$ cat config.mk
export PLATFORM = sky130hd
export DESIGN_NAME = dpr_ctl_flat
export DESIGN_NICKNAME = d
export VERILOG_FILES = /design/src/dpr_pkg.sv /design/src/dpr_bus.sv /design/src/dpr_ctl.sv /design/src/flat_wrapper.sv
export VERILOG_INCLUDE_DIRS = /design/src
export SDC_FILE = /design/constraint.sdc
export NUM_CORES = 1
export LEC_CHECK = 0
export BUFFER_PORTS_ARGS = -buffer_cell sky130_fd_sc_hd__buf_2
export CELL_PAD_IN_SITES_DETAIL_PLACEMENT = 0
export CELL_PAD_IN_SITES_GLOBAL_PLACEMENT = 2
export CORE_MARGIN = 1
export CORE_UTILIZATION = 37
export DETAILED_ROUTE_END_ITERATION = 6
export GPL_ROUTABILITY_DRIVEN = 0
export GPL_TIMING_DRIVEN = 1
export PLACE_DENSITY = 0.88
export SYNTH_ARGS = -nofsm -noshare
export SYNTH_HDL_FRONTEND = slang
export SYNTH_SLANG_ARGS = --single-unit
$ cat constraint.sdc
create_clock -name mclk -period 3.85 [get_ports mclk]
set_input_delay 0.77 -clock mclk [delete_from_list [all_inputs] [get_ports mclk]]
set_output_delay 0.77 -clock mclk [all_outputs]
set_load 0.05 [all_outputs]
$ cat src/dpr_params.svh
// Timing and encoding constants shared by both ends of the DDR2 command link.
// Assumes a 40 MHz command clock; tRTP, tWR, tRP and tRFC cycle counts derive from picosecond figures.
`ifndef DPR_PARAMS_SVH
`define DPR_PARAMS_SVH

`define DPR_TCK_PS 25000
`define DPR_AL 0
`define DPR_BL 4
`define DPR_CL 3
`define DPR_WL (`DPR_AL + `DPR_CL - 1)
`define DPR_TRTP_PS 7500
`define DPR_TWR_PS 15000
`define DPR_TRP_PS 15000
`define DPR_TRFC_PS 127500
// Least times round up to whole cycles.
`define DPR_CEIL(ps) (((ps) + `DPR_TCK_PS - 1) / `DPR_TCK_PS)
`define DPR_RTP `DPR_CEIL(`DPR_TRTP_PS)
`define DPR_WR `DPR_CEIL(`DPR_TWR_PS)
`define DPR_TRP `DPR_CEIL(`DPR_TRP_PS)
`define DPR_TRFC `DPR_CEIL(`DPR_TRFC_PS)
`define DPR_RD_PRE (`DPR_AL + `DPR_BL / 2 + ((`DPR_RTP > 2) ? `DPR_RTP : 2) - 2)
`define DPR_WR_PRE (`DPR_WL + `DPR_BL / 2 + `DPR_WR)
`define DPR_PRE_PRE 1
`define DPR_TCKE 3
`define DPR_TXP 2
`define DPR_FREQ_WAIT 2
`define DPR_DLL_LOCK 200
`define DPR_REF_WIN_MS 64
`define DPR_REF_WIN_CYC (`DPR_REF_WIN_MS * 1000000 / (`DPR_TCK_PS / 1000))
`define DPR_ROWS 8192
`define DPR_PD_MAX_REFI 9
`define DPR_A10 10
`define DPR_DLL_RST_BIT 8
`define DPR_SLOW_EXIT_BIT 12

`endif

$ cat src/dpr_pkg.sv
// Types shared by the controller end and the device end of the command link.
// Holds no timing figures; those stay in the parameter header.
package dpr_pkg;

   typedef enum logic [3:0] {
      DPR_C_NOP = 4'h0,
      DPR_C_DSL = 4'h1,
      DPR_C_ACT = 4'h2,
      DPR_C_PRE = 4'h3,
      DPR_C_PREA = 4'h4,
      DPR_C_WR = 4'h5,
      DPR_C_WRA = 4'h6,
      DPR_C_RD = 4'h7,
      DPR_C_RDA = 4'h8,
      DPR_C_MRS = 4'h9,
      DPR_C_REF = 4'hA
   } dpr_cmd_t;

   typedef enum logic [3:0] {
      DPR_Q_ACT = 4'h0,
      DPR_Q_RD = 4'h1,
      DPR_Q_WR = 4'h2,
      DPR_Q_PRE = 4'h3,
      DPR_Q_MRS = 4'h4,
      DPR_Q_REF = 4'h5,
      DPR_Q_PDE = 4'h6,
      DPR_Q_PDX = 4'h7
   } dpr_req_t;

   typedef enum logic [1:0] {
      DPR_S_NORM = 2'h0,
      DPR_S_PPD = 2'h1,
      DPR_S_APD = 2'h3,
      DPR_S_SREF = 2'h2
   } dpr_state_t;

   function automatic dpr_cmd_t dpr_decode(input logic cs_n, input logic ras_n,
                                           input logic cas_n, input logic we_n,
                                           input logic a10);
      dpr_cmd_t c;
      c = DPR_C_NOP;
      if (cs_n) begin
         c = DPR_C_DSL;
      end else begin
         unique case ({ras_n, cas_n, we_n})
            3'b011: c = DPR_C_ACT;
            3'b010: c = a10 ? DPR_C_PREA : DPR_C_PRE;
            3'b100: c = a10 ? DPR_C_WRA : DPR_C_WR;
            3'b101: c = a10 ? DPR_C_RDA : DPR_C_RD;
            3'b000: c = DPR_C_MRS;
            3'b001: c = DPR_C_REF;
            3'b111: c = DPR_C_NOP;
            3'b110: c = DPR_C_NOP;
         endcase
      end
      return c;
   endfunction : dpr_decode

endpackage : dpr_pkg

$ cat src/dpr_bus.sv
// Command link between a DDR2 controller and the device: CKE, command pins,
// bank and address lines and ODT. All pins are driven by the controller only.
`timescale 1ns/1ps
interface dpr_bus;
   logic cke;
   logic cs_n;
   logic ras_n;
   logic cas_n;
   logic we_n;
   logic odt;
   logic [1:0] ba;
   logic [12:0] addr;
   modport ctl (output cke, output cs_n, output ras_n, output cas_n, output we_n,
                output odt, output ba, output addr);
   modport dev (input cke, input cs_n, input ras_n, input cas_n, input we_n,
                input odt, input ba, input addr);
endinterface : dpr_bus

$ cat src/dpr_ctl.sv
// Controller end: takes one user request at a time, holds it until every
// spacing rule allows it, then drives it on the link for one cycle.
// Assumes the user keeps cmd fields stable only in the accepting cycle.
`timescale 1ns/1ps
`include "dpr_params.svh"
module dpr_ctl #(
   parameter int REF_WIN_CYC = `DPR_REF_WIN_CYC
) (
   input wire logic mclk,
   input wire logic sys_rst,
   dpr_bus.ctl bus,
   input wire logic cmd_valid,
   input wire logic [3:0] cmd,
   input wire logic [1:0] cmd_bank,
   input wire logic cmd_a10,
   input wire logic [12:0] cmd_addr,
   input wire logic dll_locked,
   input wire logic odt_req,
   input wire logic clk_chg,
   output logic cmd_ready,
   output logic ref_due,
   output logic in_pd,
   output logic freq_ok,
   output logic dll_rst_need
);
   localparam logic [11:0] TREFI = 12'(REF_WIN_CYC / `DPR_ROWS);
   localparam logic [11:0] PD_MAX = 12'(`DPR_PD_MAX_REFI * (REF_WIN_CYC / `DPR_ROWS));

   typedef struct packed {
      logic cke;
      logic cs_n;
      logic ras_n;
      logic cas_n;
      logic we_n;
      logic odt;
      logic [1:0] ba;
      logic [12:0] addr;
      logic pend;
      dpr_pkg::dpr_req_t pcmd;
      logic [1:0] pbank;
      logic pa10;
      logic [12:0] paddr;
      logic ready;
      logic [3:0][7:0] pre_wait;
      logic [3:0][7:0] rp_cnt;
      logic [3:0] open;
      logic [7:0] rw_cnt;
      logic [11:0] refi_cnt;
      logic ref_due;
      logic in_pd;
      logic [7:0] cke_hold;
      logic [11:0] pd_cnt;
      logic [7:0] xp_cnt;
      logic [7:0] low_cnt;
      logic dll_rst_need;
      logic odt_block;
      logic [7:0] lock_cnt;
      logic freq_ok;
   } dpr_ctl_st_t;

   localparam dpr_ctl_st_t RST = '{cke: 1'b1, cs_n: 1'b1, ras_n: 1'b1, cas_n: 1'b1,
                                  we_n: 1'b1, ready: 1'b1, pcmd: dpr_pkg::DPR_Q_ACT,
                                  default: '0};

   dpr_ctl_st_t r;
   dpr_ctl_st_t n;
   logic all_idle;
   logic go;

   function automatic logic [7:0] dpr_dec(input logic [7:0] v);
      return (v == 8'h00) ? 8'h00 : v - 8'h01;
   endfunction : dpr_dec

   function automatic logic [7:0] dpr_max(input logic [7:0] a, input logic [7:0] b);
      return (a > b) ? a : b;
   endfunction : dpr_max

   ////////////////////////////////////////////////////////////////////////////
   always_comb begin
      n = r;
      go = 1'b0;
      all_idle = (r.open == 4'h0);
      // The link idles with NOP; one command per cycle at most.
      n.cs_n = 1'b0;
      n.ras_n = 1'b1;
      n.cas_n = 1'b1;
      n.we_n = 1'b1;
      for (int b = 0; b < 4; b++) begin
         n.pre_wait[b] = dpr_dec(r.pre_wait[b]);
         n.rp_cnt[b] = dpr_dec(r.rp_cnt[b]);
         all_idle = all_idle && (r.rp_cnt[b] == 8'h00);
      end
      n.rw_cnt = dpr_dec(r.rw_cnt);
      n.cke_hold = dpr_dec(r.cke_hold);
      n.xp_cnt = dpr_dec(r.xp_cnt);
      n.lock_cnt = dpr_dec(r.lock_cnt);
      // Refresh timer; the sticky flag is only cleared when a refresh goes out.
      if (r.refi_cnt >= TREFI - 12'h001) begin
         n.refi_cnt = 12'h000;
         n.ref_due = 1'b1;
      end else begin
         n.refi_cnt = r.refi_cnt + 12'h001;
      end
      if (r.in_pd) begin
         n.pd_cnt = r.pd_cnt + 12'h001;
         n.low_cnt = (r.low_cnt == 8'hFF) ? r.low_cnt : r.low_cnt + 8'h01;
         if (clk_chg) begin
            n.dll_rst_need = 1'b1;
            n.odt_block = 1'b1;
         end
      end
      if (r.odt_block && !n.dll_rst_need && r.lock_cnt == 8'h00) begin
         n.odt_block = 1'b0;
      end
      if (cmd_valid && r.ready) begin
         n.pend = 1'b1;
         n.pcmd = dpr_pkg::dpr_req_t'(cmd);
         n.pbank = cmd_bank;
         n.pa10 = cmd_a10;
         n.paddr = cmd_addr;
      end
      if (r.in_pd) begin
         // No refresh happens in power-down, so a long stay is cut short here.
         if (r.cke_hold == 8'h00 && (r.pd_cnt >= PD_MAX ||
             (r.pend && r.pcmd == dpr_pkg::DPR_Q_PDX))) begin
            n.cke = 1'b1;
            n.in_pd = 1'b0;
            n.cke_hold = 8'(`DPR_TCKE);
            n.xp_cnt = 8'(`DPR_TXP);
            go = r.pend && r.pcmd == dpr_pkg::DPR_Q_PDX;
         end
      end else if (r.pend && r.xp_cnt == 8'h00 && r.cke_hold == 8'h00) begin
         unique case (r.pcmd)
            dpr_pkg::DPR_Q_ACT: begin
               if (!r.open[r.pbank] && r.rp_cnt[r.pbank] == 8'h00) begin
                  go = 1'b1;
                  {n.ras_n, n.cas_n, n.we_n} = 3'b011;
                  n.open[r.pbank] = 1'b1;
               end
            end
            dpr_pkg::DPR_Q_RD, dpr_pkg::DPR_Q_WR: begin
               // A new burst waits for the previous one; bursts are never cut.
               if (r.open[r.pbank] && r.rw_cnt == 8'h00) begin
                  go = 1'b1;
                  n.ras_n = 1'b1;
                  n.cas_n = 1'b0;
                  n.we_n = (r.pcmd == dpr_pkg::DPR_Q_RD);
                  n.rw_cnt = 8'(`DPR_BL / 2);
                  if (r.pcmd == dpr_pkg::DPR_Q_RD) begin
                     n.pre_wait[r.pbank] = dpr_max(r.pre_wait[r.pbank],
                                                   8'(`DPR_RD_PRE));
                  end else begin
                     n.pre_wait[r.pbank] = dpr_max(r.pre_wait[r.pbank],
                                                   8'(`DPR_WR_PRE));
                  end
                  if (r.pa10) begin
                     n.open[r.pbank] = 1'b0;
                     n.rp_cnt[r.pbank] = n.pre_wait[r.pbank] + 8'(`DPR_TRP);
                  end
               end
            end
            dpr_pkg::DPR_Q_PRE: begin
               if (r.pa10 ? (r.pre_wait == '0) : (r.pre_wait[r.pbank] == 8'h00)) begin
                  // Back-to-back precharges are legal since the gap is one clock.
                  go = 1'b1;
                  {n.ras_n, n.cas_n, n.we_n} = 3'b010;
                  for (int b = 0; b < 4; b++) begin
                     if (r.pa10 || r.pbank == 2'(b)) begin
                        n.open[b] = 1'b0;
                        n.rp_cnt[b] = 8'(`DPR_TRP);
                     end
                  end
               end
            end
            dpr_pkg::DPR_Q_REF: begin
               if (all_idle) begin
                  go = 1'b1;
                  {n.ras_n, n.cas_n, n.we_n} = 3'b001;
                  n.ref_due = (r.refi_cnt >= TREFI - 12'h001);
                  n.refi_cnt = 12'h000;
                  for (int b = 0; b < 4; b++) begin
                     n.rp_cnt[b] = 8'(`DPR_TRFC);
                  end
               end
            end
            dpr_pkg::DPR_Q_MRS: begin
               if (all_idle && r.rw_cnt == 8'h00) begin
                  go = 1'b1;
                  {n.ras_n, n.cas_n, n.we_n} = 3'b000;
                  n.cke_hold = 8'(`DPR_TCKE);
                  if (r.pbank == 2'h0 && r.paddr[`DPR_DLL_RST_BIT]) begin
                     n.dll_rst_need = 1'b0;
                     n.lock_cnt = 8'(`DPR_DLL_LOCK);
                  end
               end
            end
            dpr_pkg::DPR_Q_PDE: begin
               // CKE never falls during a burst or a mode register set.
               if (r.rw_cnt == 8'h00) begin
                  go = 1'b1;
                  n.cke = 1'b0;
                  n.in_pd = 1'b1;
                  n.pd_cnt = 12'h000;
                  n.low_cnt = 8'h00;
                  n.cke_hold = 8'(`DPR_TCKE);
                  n.dll_rst_need = r.dll_rst_need || !dll_locked;
               end
            end
            dpr_pkg::DPR_Q_PDX: begin
               go = 1'b1;
            end
            default: begin
               go = 1'b1;
            end
         endcase
      end
      if (go) begin
         n.pend = 1'b0;
         n.ba = r.pbank;
         n.addr = r.paddr;
         n.addr[`DPR_A10] = r.pa10;
      end
      n.ready = !n.pend;
      n.odt = odt_req && !n.odt_block;
      n.freq_ok = n.in_pd && r.in_pd && (r.open == 4'h0) && !n.odt &&
                  (r.low_cnt >= 8'(`DPR_FREQ_WAIT));
   end

   always_ff @(posedge mclk) begin
      if (sys_rst) begin
         r <= RST;
      end else begin
         r <= n;
      end
   end

   assign bus.cke = r.cke;
   assign bus.cs_n = r.cs_n;
   assign bus.ras_n = r.ras_n;
   assign bus.cas_n = r.cas_n;
   assign bus.we_n = r.we_n;
   assign bus.odt = r.odt;
   assign bus.ba = r.ba;
   assign bus.addr = r.addr;
   assign cmd_ready = r.ready;
   assign ref_due = r.ref_due;
   assign in_pd = r.in_pd;
   assign freq_ok = r.freq_ok;
   assign dll_rst_need = r.dll_rst_need;

endmodule : dpr_ctl

$ cat src/flat_wrapper.sv
// flat-port wrapper written by rule: the top's interface ports become plain ports
module dpr_ctl_flat 
#(
   parameter int REF_WIN_CYC = `DPR_REF_WIN_CYC
)
  (mclk, sys_rst, cmd_valid, cmd, cmd_bank, cmd_a10, cmd_addr, dll_locked, odt_req, clk_chg, cmd_ready, ref_due, in_pd, freq_ok, dll_rst_need, bus_cke, bus_cs_n, bus_ras_n, bus_cas_n, bus_we_n, bus_odt, bus_ba, bus_addr);
  dpr_bus bus_i ();
  input wire logic mclk;
  input wire logic sys_rst;
  input wire logic cmd_valid;
  input wire logic [3:0] cmd;
  input wire logic [1:0] cmd_bank;
  input wire logic cmd_a10;
  input wire logic [12:0] cmd_addr;
  input wire logic dll_locked;
  input wire logic odt_req;
  input wire logic clk_chg;
  output logic cmd_ready;
  output logic ref_due;
  output logic in_pd;
  output logic freq_ok;
  output logic dll_rst_need;
  output wire logic [$bits(bus_i.cke)-1:0] bus_cke;
  output wire logic [$bits(bus_i.cs_n)-1:0] bus_cs_n;
  output wire logic [$bits(bus_i.ras_n)-1:0] bus_ras_n;
  output wire logic [$bits(bus_i.cas_n)-1:0] bus_cas_n;
  output wire logic [$bits(bus_i.we_n)-1:0] bus_we_n;
  output wire logic [$bits(bus_i.odt)-1:0] bus_odt;
  output wire logic [$bits(bus_i.ba)-1:0] bus_ba;
  output wire logic [$bits(bus_i.addr)-1:0] bus_addr;
  assign bus_cke = bus_i.cke;
  assign bus_cs_n = bus_i.cs_n;
  assign bus_ras_n = bus_i.ras_n;
  assign bus_cas_n = bus_i.cas_n;
  assign bus_we_n = bus_i.we_n;
  assign bus_odt = bus_i.odt;
  assign bus_ba = bus_i.ba;
  assign bus_addr = bus_i.addr;
  dpr_ctl #(.REF_WIN_CYC(REF_WIN_CYC)) u_core (.mclk(mclk), .sys_rst(sys_rst), .bus(bus_i), .cmd_valid(cmd_valid), .cmd(cmd), .cmd_bank(cmd_bank), .cmd_a10(cmd_a10), .cmd_addr(cmd_addr), .dll_locked(dll_locked), .odt_req(odt_req), .clk_chg(clk_chg), .cmd_ready(cmd_ready), .ref_due(ref_due), .in_pd(in_pd), .freq_ok(freq_ok), .dll_rst_need(dll_rst_need));
endmodule
# --- Word-level counts from Yosys, hierarchy flattened ---
# Cells that the tools add are included.
totals:
  ff_bits: 180
  in_bits: 26
  output_inout_bits: 26
  elab_cells: 259
classes:
  n_bitwise: 5
  order_cmp: 7
  n_reduce_logical: 62
  addsub: 16
  eq_ne: 20
  muxes: 111
op_table:
  columns: ["cell", "n"]
  rows:
  - ["$mux W8", 33]
  - ["$mux W32", 7]
  - ["$mux W179", 1]
  - ["$logic_not A8 Y1", 14]
  - ["$mux W110", 1]
  - ["$bwmux W32", 3]
  - ["$pmux W32 S3", 1]
  - ["$sub A8 B1 Y8 const B", 12]
  - ["$mux W89", 1]
  - ["$mux W76", 1]
  - ["$mux W36", 2]
  - ["$bmux W8 S2", 3]
  - ["$mux W12", 4]
  - ["$mux W9", 5]
  - ["$mux W21", 2]
  - ["$logic_not A32 Y1", 1]
  - ["$reduce_and A8 Y1", 4]
  - ["$mux W1", 26]
  - ["$mux W13", 2]
  - ["$add A12 B1 Y12 const B", 2]
  - ["$logic_and A1 B1 Y1", 21]
  - ["$mux W3", 6]
  - ["$add A8 B1 Y8 const B", 2]
  - ["$demux W8 S2", 1]
  - ["other kinds (39)", 66]

# --- Longest topological paths before layout ---
# Gate-level depths: netlist of run 1.
depth:
  word_depth: 24
  mapped_depth: 14
  mapped_depth_nobuf: 10

# --- Worst setup path after synthesis of run 1 ---
# OpenSTA, ideal clock, no wires.
synth_path:
  path_kind: "register to register"
  startpoint: "register u_core.r[152] (netlist bit)"
  endpoint: "register u_core.r[75] (netlist bit)"
  stages_incl_launch_ff: 13
  path_buffers: 2
  setup_time_ns: 0.086
  period_less_slack_ns: 3.086
  setup_slack_ns: 0.764
  t_required_ns: 3.764
  arrival_time_ns: 3.001
  cell_sequence: "dfxtp_1 > buf_6 > mux4_1 > nor3_4 > a31oi_1 > or2_1 > clkbuf_1 > ha_1 > nor4_1 > mux2i_1 > nand2_1 > a31oi_1 > a211oi_1"
synth_between:
  elab_chain_len: 19
  elab_cells_between_ends: 36
  cone_classes: "add/sub (1); order compare (4); mux (26); reduce/logical (5)"
synth_rtl:
  columns: ["element", "line", "source"]
  rows:
  - ["from (decl)", "dpr_ctl.sv:65", "dpr_ctl_st_t r;"]
  - ["from (signal assigned)", "dpr_ctl.sv:233", "r <= n;"]
  - ["$bmux W8 S2, or another cell as far along", "dpr_ctl.sv:150, dpr_ctl.sv:153, dpr_ctl.sv:163", null]
  - ["$mux W8 (implied by the code) or $logic_and A1 B1 Y1 (tied branches)", null, null]
  - ["$gt A8 B3 Y1, or another cell as far along", "dpr_ctl.sv:75", "return (a > b) ? a : b;"]
  - ["$mux W8 or $demux W8 S2 (tied branches)", null, null]
  - ["$bwmux W32 (on tied branches)", "dpr_ctl.sv:153, dpr_ctl.sv:150", null]
  - ["$mux W32", "dpr_ctl.sv:149", "if (r.pcmd == dpr_pkg::DPR_Q_RD) begin"]
  - ["$mux W32", "dpr_ctl.sv:143", "if (r.open[r.pbank] && r.rw_cnt == 8'h00) begin"]
  - ["$mux W32", "dpr_ctl.sv:133", "unique case (r.pcmd)"]
  - ["[... 3 more ...]", null, null]
  - ["$mux W8 (implied by the code)", "dpr_ctl.sv:158", "n.rp_cnt[r.pbank] = n.pre_wait[r.pbank] + 8'(`DPR_TRP);"]
  - ["$add A8 B1 Y8", "dpr_ctl.sv:158", null]
  - ["$bwmux W32", "dpr_ctl.sv:158", null]
  - ["$mux W36", "dpr_ctl.sv:156", "if (r.pa10) begin"]
  - ["$mux W76", "dpr_ctl.sv:143", null]
  - ["$pmux W32 S3 *", "dpr_ctl.sv:133", null]
  - ["$mux W110 *", "dpr_ctl.sv:132", "end else if (r.pend && r.xp_cnt == 8'h00 && r.cke_hold == 8'h00) begin"]
  - ["$mux W89 *", "dpr_ctl.sv:122", "if (r.in_pd) begin"]
# Every way passes the cells marked *; elsewhere a longest branch is shown, timed or not. The select of a mux whose other input is x is not followed.
# A chain may end at the register's enable or synchronous reset.

# --- Final worst setup path of run 1 ---
# Ends and elaborated chain as after synthesis.

==> out/metrics.yaml, run 1 <==
start_util_pct: 37.7
postLayoutCellArea_um2: 11000
worstHoldPathType: "flip-flop to flip-flop"
die-height_um: 165
numClockSinks: 179
placement.cell_area_um2: 10400
cts_setup_buffers: 0
cellLeakagePower_nw: 4.17
critPathCaptureType: "flip-flop"
setup.worst_path.class: "flip-flop to flip-flop"
final-max-slew-violation-count: 0
num_io_pins: 52
crit_path_setup_slack_layout_ns: 0.430
layout_commonest_cell: "sky130_fd_sc_hd__nand2_1"
dp_worst_slack_ns: 0.328
via_density_per_instance: 5.53
report.final.hold_viol_count: 0
synthCells: 1233
floorplan.die_area_um2: 27100
finClkSkew_ns: 0.0193
crit_required_ns: 4.20
layout.nets: 1327
grt_max_degree: 56
post_synth_edffs: 0
num-fill-cells: 2728
cts_inserted_buffers: 17
number_of_violations_reported_at_the_end_of_detailed_routing_iteration_0: 727
synth.cell_area_um2: 9800
seq_area_frac_synth_pct: 36.6
detailroute.via_count: 8986
crit_path_max_fanout: 11
async_reset_ff_share_pct: 0
drt_pre_antenna_iters: 5
setup.reg_to_reg.worst_slack_ns: 0.43
cts-resized-gates: 0
placement_rows: 59
place.port_buffers: 50
die_x_um: 165
relSlewSlack_pct: 50.1
clock_pin_slew_on_the_worst_setup_and_hold_paths_ns: 0.08
clock_path_buffers: 2
tightest_slew_ns: 0.745
worst_r2r_endpoint: "u_core.r[75]$_SDFF_PP0_"
synth.ff_latch_count: 179
insertedDiodeCount: 0
drive_gt1_share_pct: 12.0
post-dp-hpwl_mm: 20.4
clock_insertion_delay_worst_skew_ns: 0.45
rr_worst_depth: 10
cp_data_arrival_time_ns: 3.77
synth.lib_cells_used.distinct: 76
clock-root-buffer: "sky130_fd_sc_hd__clkbuf_16"
cts_hold_buffers: 0
final-setup-viol-count: 0
total_overflow_reported_by_the_global_router: 0
via_count_of_the_first_global_routing_pass: 8201
vdd.ir_drop.worst_uv: 362
fp.coreArea_um2: 26000
holdPathEnd: "u_core.bus.addr[0]$_SDFFE_PP0P_"
cts_tree: "yes"
timing.critical_path.from_type: "flip-flop"
synth-warning-count: 0
hold_path.startpoint: "u_core.bus.addr[0]$_SDFFE_PP0P_"
post-route-drc-count: 0
period_share_pct: 88.8
syn_to_final_growth_pct: 12.5
grt_antenna_before_repair: 0
min_delay_path_depth: 2
finalWirelength_mm: 28.6
clock_tree.htree_level_count: 4
grt_first_pass_wirelength_mm: 45.0
max-cap-violations: 0
max_freq_mhz: 292
track_usage_pct: 21.3
final_min_period_ns: 3.42
synth_top_flop_cell: "sky130_fd_sc_hd__dfxtp_1"
r2r-start: "u_core.r[152]$_SDFFE_PP0P_"
power_density_of_the_placed_cells_nw_per_um2: 733
drtAntennaViolNets: 0
setup_total_negative_slack_ns: 0
dp_cells: 1594
result_of_the_run: "complete, no violations"
layout.cells.most_common_list: "sky130_fd_sc_hd__nand2_1 (181), sky130_fd_sc_hd__dfxtp_1 (178), sky130_fd_sc_hd__nor2_1 (131)"
finalNonFillerCells: 1626
detail_route.wl_per_cell_um: 17.6
grt_setup_unrepaired: "false"
synth_area_per_cell_um2: 7.95
layer usage:
| layer | part of all wire (%) | vias to the layer above | wire, um | track usage (%) |
|---|---|---|---|---|
| met1 | 46 | 4235 | 13200 | 28.6 |
| met5 | 0 | - | 0 | 0 |
| met3 | 4.9 | 52 | 1410 | 3.59 |
| met2 | 46 | 241 | 13300 | 33.8 |
| met4 | 2.6 | 0 | 758 | 8.63 |
| li1 | - | 4458 | - | - |
kinds of logic (layout without fill, tap and decap cells):
kind of cell | after synthesis | count (layout) | synth area share [%]
XOR/XNOR | 71 | 71 | 6.34
adder cells (fa/ha/maj) | 24 | 24 | 3.04
AND/OR/NAND/NOR | 582 | 582 | 28.8
buffers and inverters | 103 | 159 | 5.18
AO/OA/AOI/OAI | 234 | 234 | 14.8
multiplexers | 39 | 39 | 5.22
other | 1 | 3 | 0.0383
flip-flops | 179 | 179 | 36.6
how the worst max path moves through the flow:
stage | from | endpoint
after floorplan | u_core.r[152]$_SDFFE_PP0P_ | u_core.r[75]$_SDFF_PP0_
after global placement | u_core.r[152]$_SDFFE_PP0P_ | u_core.r[75]$_SDFF_PP0_
after detailed placement | u_core.r[152]$_SDFFE_PP0P_ | u_core.r[75]$_SDFF_PP0_
after CTS | u_core.r[152]$_SDFFE_PP0P_ | u_core.r[75]$_SDFF_PP0_
after global routing | u_core.r[152]$_SDFFE_PP0P_ | u_core.r[75]$_SDFF_PP0_
final | u_core.r[152]$_SDFFE_PP0P_ | u_core.r[75]$_SDFF_PP0_
registers in the layout, indices dropped and copies added, names as in the netlist:
register / flops
u_core.r: 153
u_core.bus.addr: 13
u_core.bus.ba: 2
u_core.bus.cas_n: 1
u_core.bus.cke: 1
u_core.bus.cs_n: 1
u_core.bus.odt: 1
u_core.bus.ras_n: 1
u_core.bus.we_n: 1
u_core.cmd_ready: 1
u_core.dll_rst_need: 1
u_core.freq_ok: 1
u_core.in_pd: 1
u_core.ref_due: 1
power breakdown:
part,internal [mW],switching [mW]
logic,1.51,2.09
clock network,0.894,0.915
registers,2.25,0.426
total,4.65,3.43
per-stage QoR:
stage / power (mW) / util [%] / hold WS, ns
after global placement: 6.21 / 40.0 / 0.430
after floorplan: 5.32 / - / 0.418
final: 8.09 / 42.4 / 0.456
after CTS: 8.10 / 42.4 / 0.457
after global routing: 8.68 / 42.4 / 0.468
after detailed placement: 6.24 / 40.0 / 0.440
cell type report:
| type | instances | area (um^2) | area share [%] |
|---|---|---|---|
| clock buffer | 17 | 425 | 3.86 |
| clock inverter | 15 | 195 | 1.77 |
| inverter | 39 | 146 | 1.33 |
| multi-input combinational | 953 | 5720 | 51.8 |
| sequential | 179 | 3580 | 32.5 |
| tap | 335 | 419 | 3.80 |
| timing repair buffer | 88 | 538 | 4.88 |
synth_stat cells, types with 32 or more instances:
library cell / count / area (um^2)
sky130_fd_sc_hd__inv_1: 38 / 143
sky130_fd_sc_hd__o21ai_0: 44 / 220
sky130_fd_sc_hd__nor3_1: 56 / 280
sky130_fd_sc_hd__nor2_1: 131 / 492
sky130_fd_sc_hd__xor2_1: 39 / 342
sky130_fd_sc_hd__nand2_1: 181 / 679
sky130_fd_sc_hd__clkbuf_1: 38 / 143
sky130_fd_sc_hd__xnor2_1: 32 / 280
sky130_fd_sc_hd__dfxtp_1: 179 / 3580
sky130_fd_sc_hd__a21oi_1: 89 / 445
sky130_fd_sc_hd__nand3_1: 60 / 300
critical path, stage by stage (launching register included):
cell                       delay [ns]
sky130_fd_sc_hd__dfxtp_2         0.49
sky130_fd_sc_hd__mux4_1          0.66
sky130_fd_sc_hd__nor3_4          0.32
sky130_fd_sc_hd__nand3b_1        0.12
sky130_fd_sc_hd__mux2_2          0.35
sky130_fd_sc_hd__ha_1            0.28
sky130_fd_sc_hd__nor4_1          0.30
sky130_fd_sc_hd__mux2i_1         0.22
sky130_fd_sc_hd__nand2_1         0.21
sky130_fd_sc_hd__a31oi_1         0.11
sky130_fd_sc_hd__a211oi_1        0.27
Note: power is estimated with default switching activity, not from simulation.
==> run 2: changes to the inputs <==
--- a/config.mk
+++ b/config.mk
@@ -10,11 +10,11 @@
 export CELL_PAD_IN_SITES_DETAIL_PLACEMENT = 0
 export CELL_PAD_IN_SITES_GLOBAL_PLACEMENT = 2
 export CORE_MARGIN = 1
-export CORE_UTILIZATION = 37
+export CORE_UTILIZATION = 34
 export DETAILED_ROUTE_END_ITERATION = 6
 export GPL_ROUTABILITY_DRIVEN = 0
 export GPL_TIMING_DRIVEN = 1
-export PLACE_DENSITY = 0.88
+export PLACE_DENSITY = 0.85
 export SYNTH_ARGS = -nofsm -noshare
 export SYNTH_HDL_FRONTEND = slang
 export SYNTH_SLANG_ARGS = --single-unit
==> constraint.sdc (replaced) <==
create_clock -name mclk -period 3.1 [get_ports mclk]
set_input_delay 0.62 -clock mclk [delete_from_list [all_inputs] [get_ports mclk]]
set_output_delay 0.62 -clock mclk [all_outputs]
set_load 0.05 [all_outputs]
==> out/metrics.yaml, run 2 (same netlist as run 1, synthesis figures left out) <==
power_mw: 10.3
clock_tree.htree_level_count: 4
grt_setup_unrepaired: "false"
grt_first_pass_wirelength_mm: 47.5
r2r-start: "u_core.r[152]$_SDFFE_PP0P_"
placement_rows: 61
final-setup-viol-count: 0
number_of_violations_reported_at_the_end_of_detailed_routing_iteration_0: 607
syn_to_final_growth_pct: 15.7
dp_worst_slack_ns: 0.00961
clock_pin_slew_on_the_worst_setup_and_hold_paths_ns: 0.08
drt_pre_antenna_iters: 5
layout_commonest_cell: "sky130_fd_sc_hd__nand2_1"
worstHoldPathType: "input pin to flip-flop"
post-route-drc-count: 0
worst_r2r_endpoint: "u_core.r[75]$_SDFF_PP0_"
numClockSinks: 179
floorplan.die_area_um2: 29500
crit_path_max_fanout: 5
start_util_pct: 34.9
result_of_the_run: "complete, no violations"
post-dp-hpwl_mm: 21.8
crit_required_ns: 3.45
insertedDiodeCount: 0
relSlewSlack_pct: 46.2
setup.reg_to_reg.worst_slack_ns: 0.15
postLayoutCellArea_um2: 11300
placement.cell_area_um2: 10700
timing.hold.ws_ns: 0.413
dp_cells: 1671
vdd.ir_drop.worst_uv: 526
grt_max_degree: 39
place.port_buffers: 50
cp_data_arrival_time_ns: 3.30
setup.worst_path.start: "u_core.r[152]$_SDFFE_PP0P_"
grt_antenna_before_repair: 0
crit_path_setup_slack_layout_ns: 0.152
final-max-slew-violation-count: 0
clock_path_buffers: 2
track_usage_pct: 21.0
finalNonFillerCells: 1705
via_density_per_instance: 5.34
max_freq_mhz: 339
rr_worst_depth: 10
setup.worst_path.class: "flip-flop to flip-flop"
via_count_of_the_first_global_routing_pass: 8620
tightest_slew_ns: 0.808
timing.critical_path.from_type: "flip-flop"
power_density_of_the_placed_cells_nw_per_um2: 907
detailroute.via_count: 9112
cts_tree: "yes"
cellLeakagePower_nw: 4.33
report.final.hold_viol_count: 0
finish.utilization_pct: 40.4
setup_total_negative_slack_ns: 0
max-cap-violations: 0
critPathCaptureType: "flip-flop"
total_overflow_reported_by_the_global_router: 0
final_min_period_ns: 2.95
finClkSkew_ns: 0.0166
finalWirelength_mm: 29.9
clock-root-buffer: "sky130_fd_sc_hd__clkbuf_16"
num_io_pins: 52
largest_reg_flops: 153
period_share_pct: 95.1
drtAntennaViolNets: 0
fp.coreArea_um2: 28100
cts_inserted_buffers: 17
drive_gt1_share_pct: 14.8
clock_insertion_delay_worst_skew_ns: 0.45
cts_hold_buffers: 0
largest-register: "u_core.r"
layout.nets: 1363
critPathCapture: "u_core.r[75]$_SDFF_PP0_"
detail_route.wl_per_cell_um: 17.5
die-height_um: 172
num-fill-cells: 2984
die_x_um: 172
layout.cells.most_common_list: "sky130_fd_sc_hd__nand2_1 (180), sky130_fd_sc_hd__dfxtp_1 (177), sky130_fd_sc_hd__nor2_1 (131)"
-- run 2: critical path, stage by stage (launching register included) --
cell and delay [ns]:
sky130_fd_sc_hd__dfxtp_4 0.39, sky130_fd_sc_hd__mux4_2 0.56, sky130_fd_sc_hd__nor3_4 0.29, sky130_fd_sc_hd__nand3b_1 0.12, sky130_fd_sc_hd__mux2_2 0.30, sky130_fd_sc_hd__ha_1 0.24
sky130_fd_sc_hd__nor4_2 0.29, sky130_fd_sc_hd__mux2i_2 0.16, sky130_fd_sc_hd__nand2_2 0.15, sky130_fd_sc_hd__a31oi_1 0.09, sky130_fd_sc_hd__a211oi_1 0.24
-- run 2: final cells by class --
cell class              instances  area, um^2  share of cell area (%)
multi-input cells             953        5730                    50.5
flip-flops and latches        179        3590                    31.7
repair buffers                124         825                    7.27
well taps                     378         473                    4.17
clock buffers                  18         439                    3.87
inverters                      39         146                    1.29
clock inverters                14         140                    1.24
-- run 2: layer usage --
layer / wire (um) / GRT usage (%) / up-vias / share of wire [%]
li1: - / - / 4536 / -
met1: 14100 / 28.3 / 4302 / 47
met2: 13700 / 33.1 / 227 / 46
met3: 1310 / 3.50 / 47 / 4.4
met4: 684 / 8.16 / 0 / 2.3
met5: 0 / 0 / - / 0
-- run 2: where the power goes --
group / switching [mW] / total, mW / internal (mW)
clock: 1.03 / 2.18 / 1.15
combinational: 2.70 / 4.77 / 2.08
sequential: 0.538 / 3.33 / 2.79
-- run 2: worst min path at each step --
stage                            start                          to  slack, ns  cells after the start
2_1_floorplan  u_core.r[49]$_SDFF_PP0_     u_core.r[49]$_SDFF_PP0_       0.42                      1
3_3_place_gp   u_core.r[49]$_SDFF_PP0_     u_core.r[49]$_SDFF_PP0_       0.43                      1
3_5_place_dp   u_core.r[49]$_SDFF_PP0_     u_core.r[49]$_SDFF_PP0_       0.44                      1
4_1_cts                    cmd_addr[2]  u_core.r[140]$_SDFFE_PP0P_       0.39                      3
5_1_grt                    cmd_addr[3]  u_core.r[141]$_SDFFE_PP0P_       0.39                      3
6_report                   cmd_addr[3]  u_core.r[141]$_SDFFE_PP0P_       0.41                      3
-- run 2: repair_timing --
action | in CTS | in global routing
gates resized for setup | 1 | 7
setup endpoints to repair | 3 | 5
setup buffers | 0 | 2
hold endpoints to repair | 0 | 0
pin swaps | 0 | 5
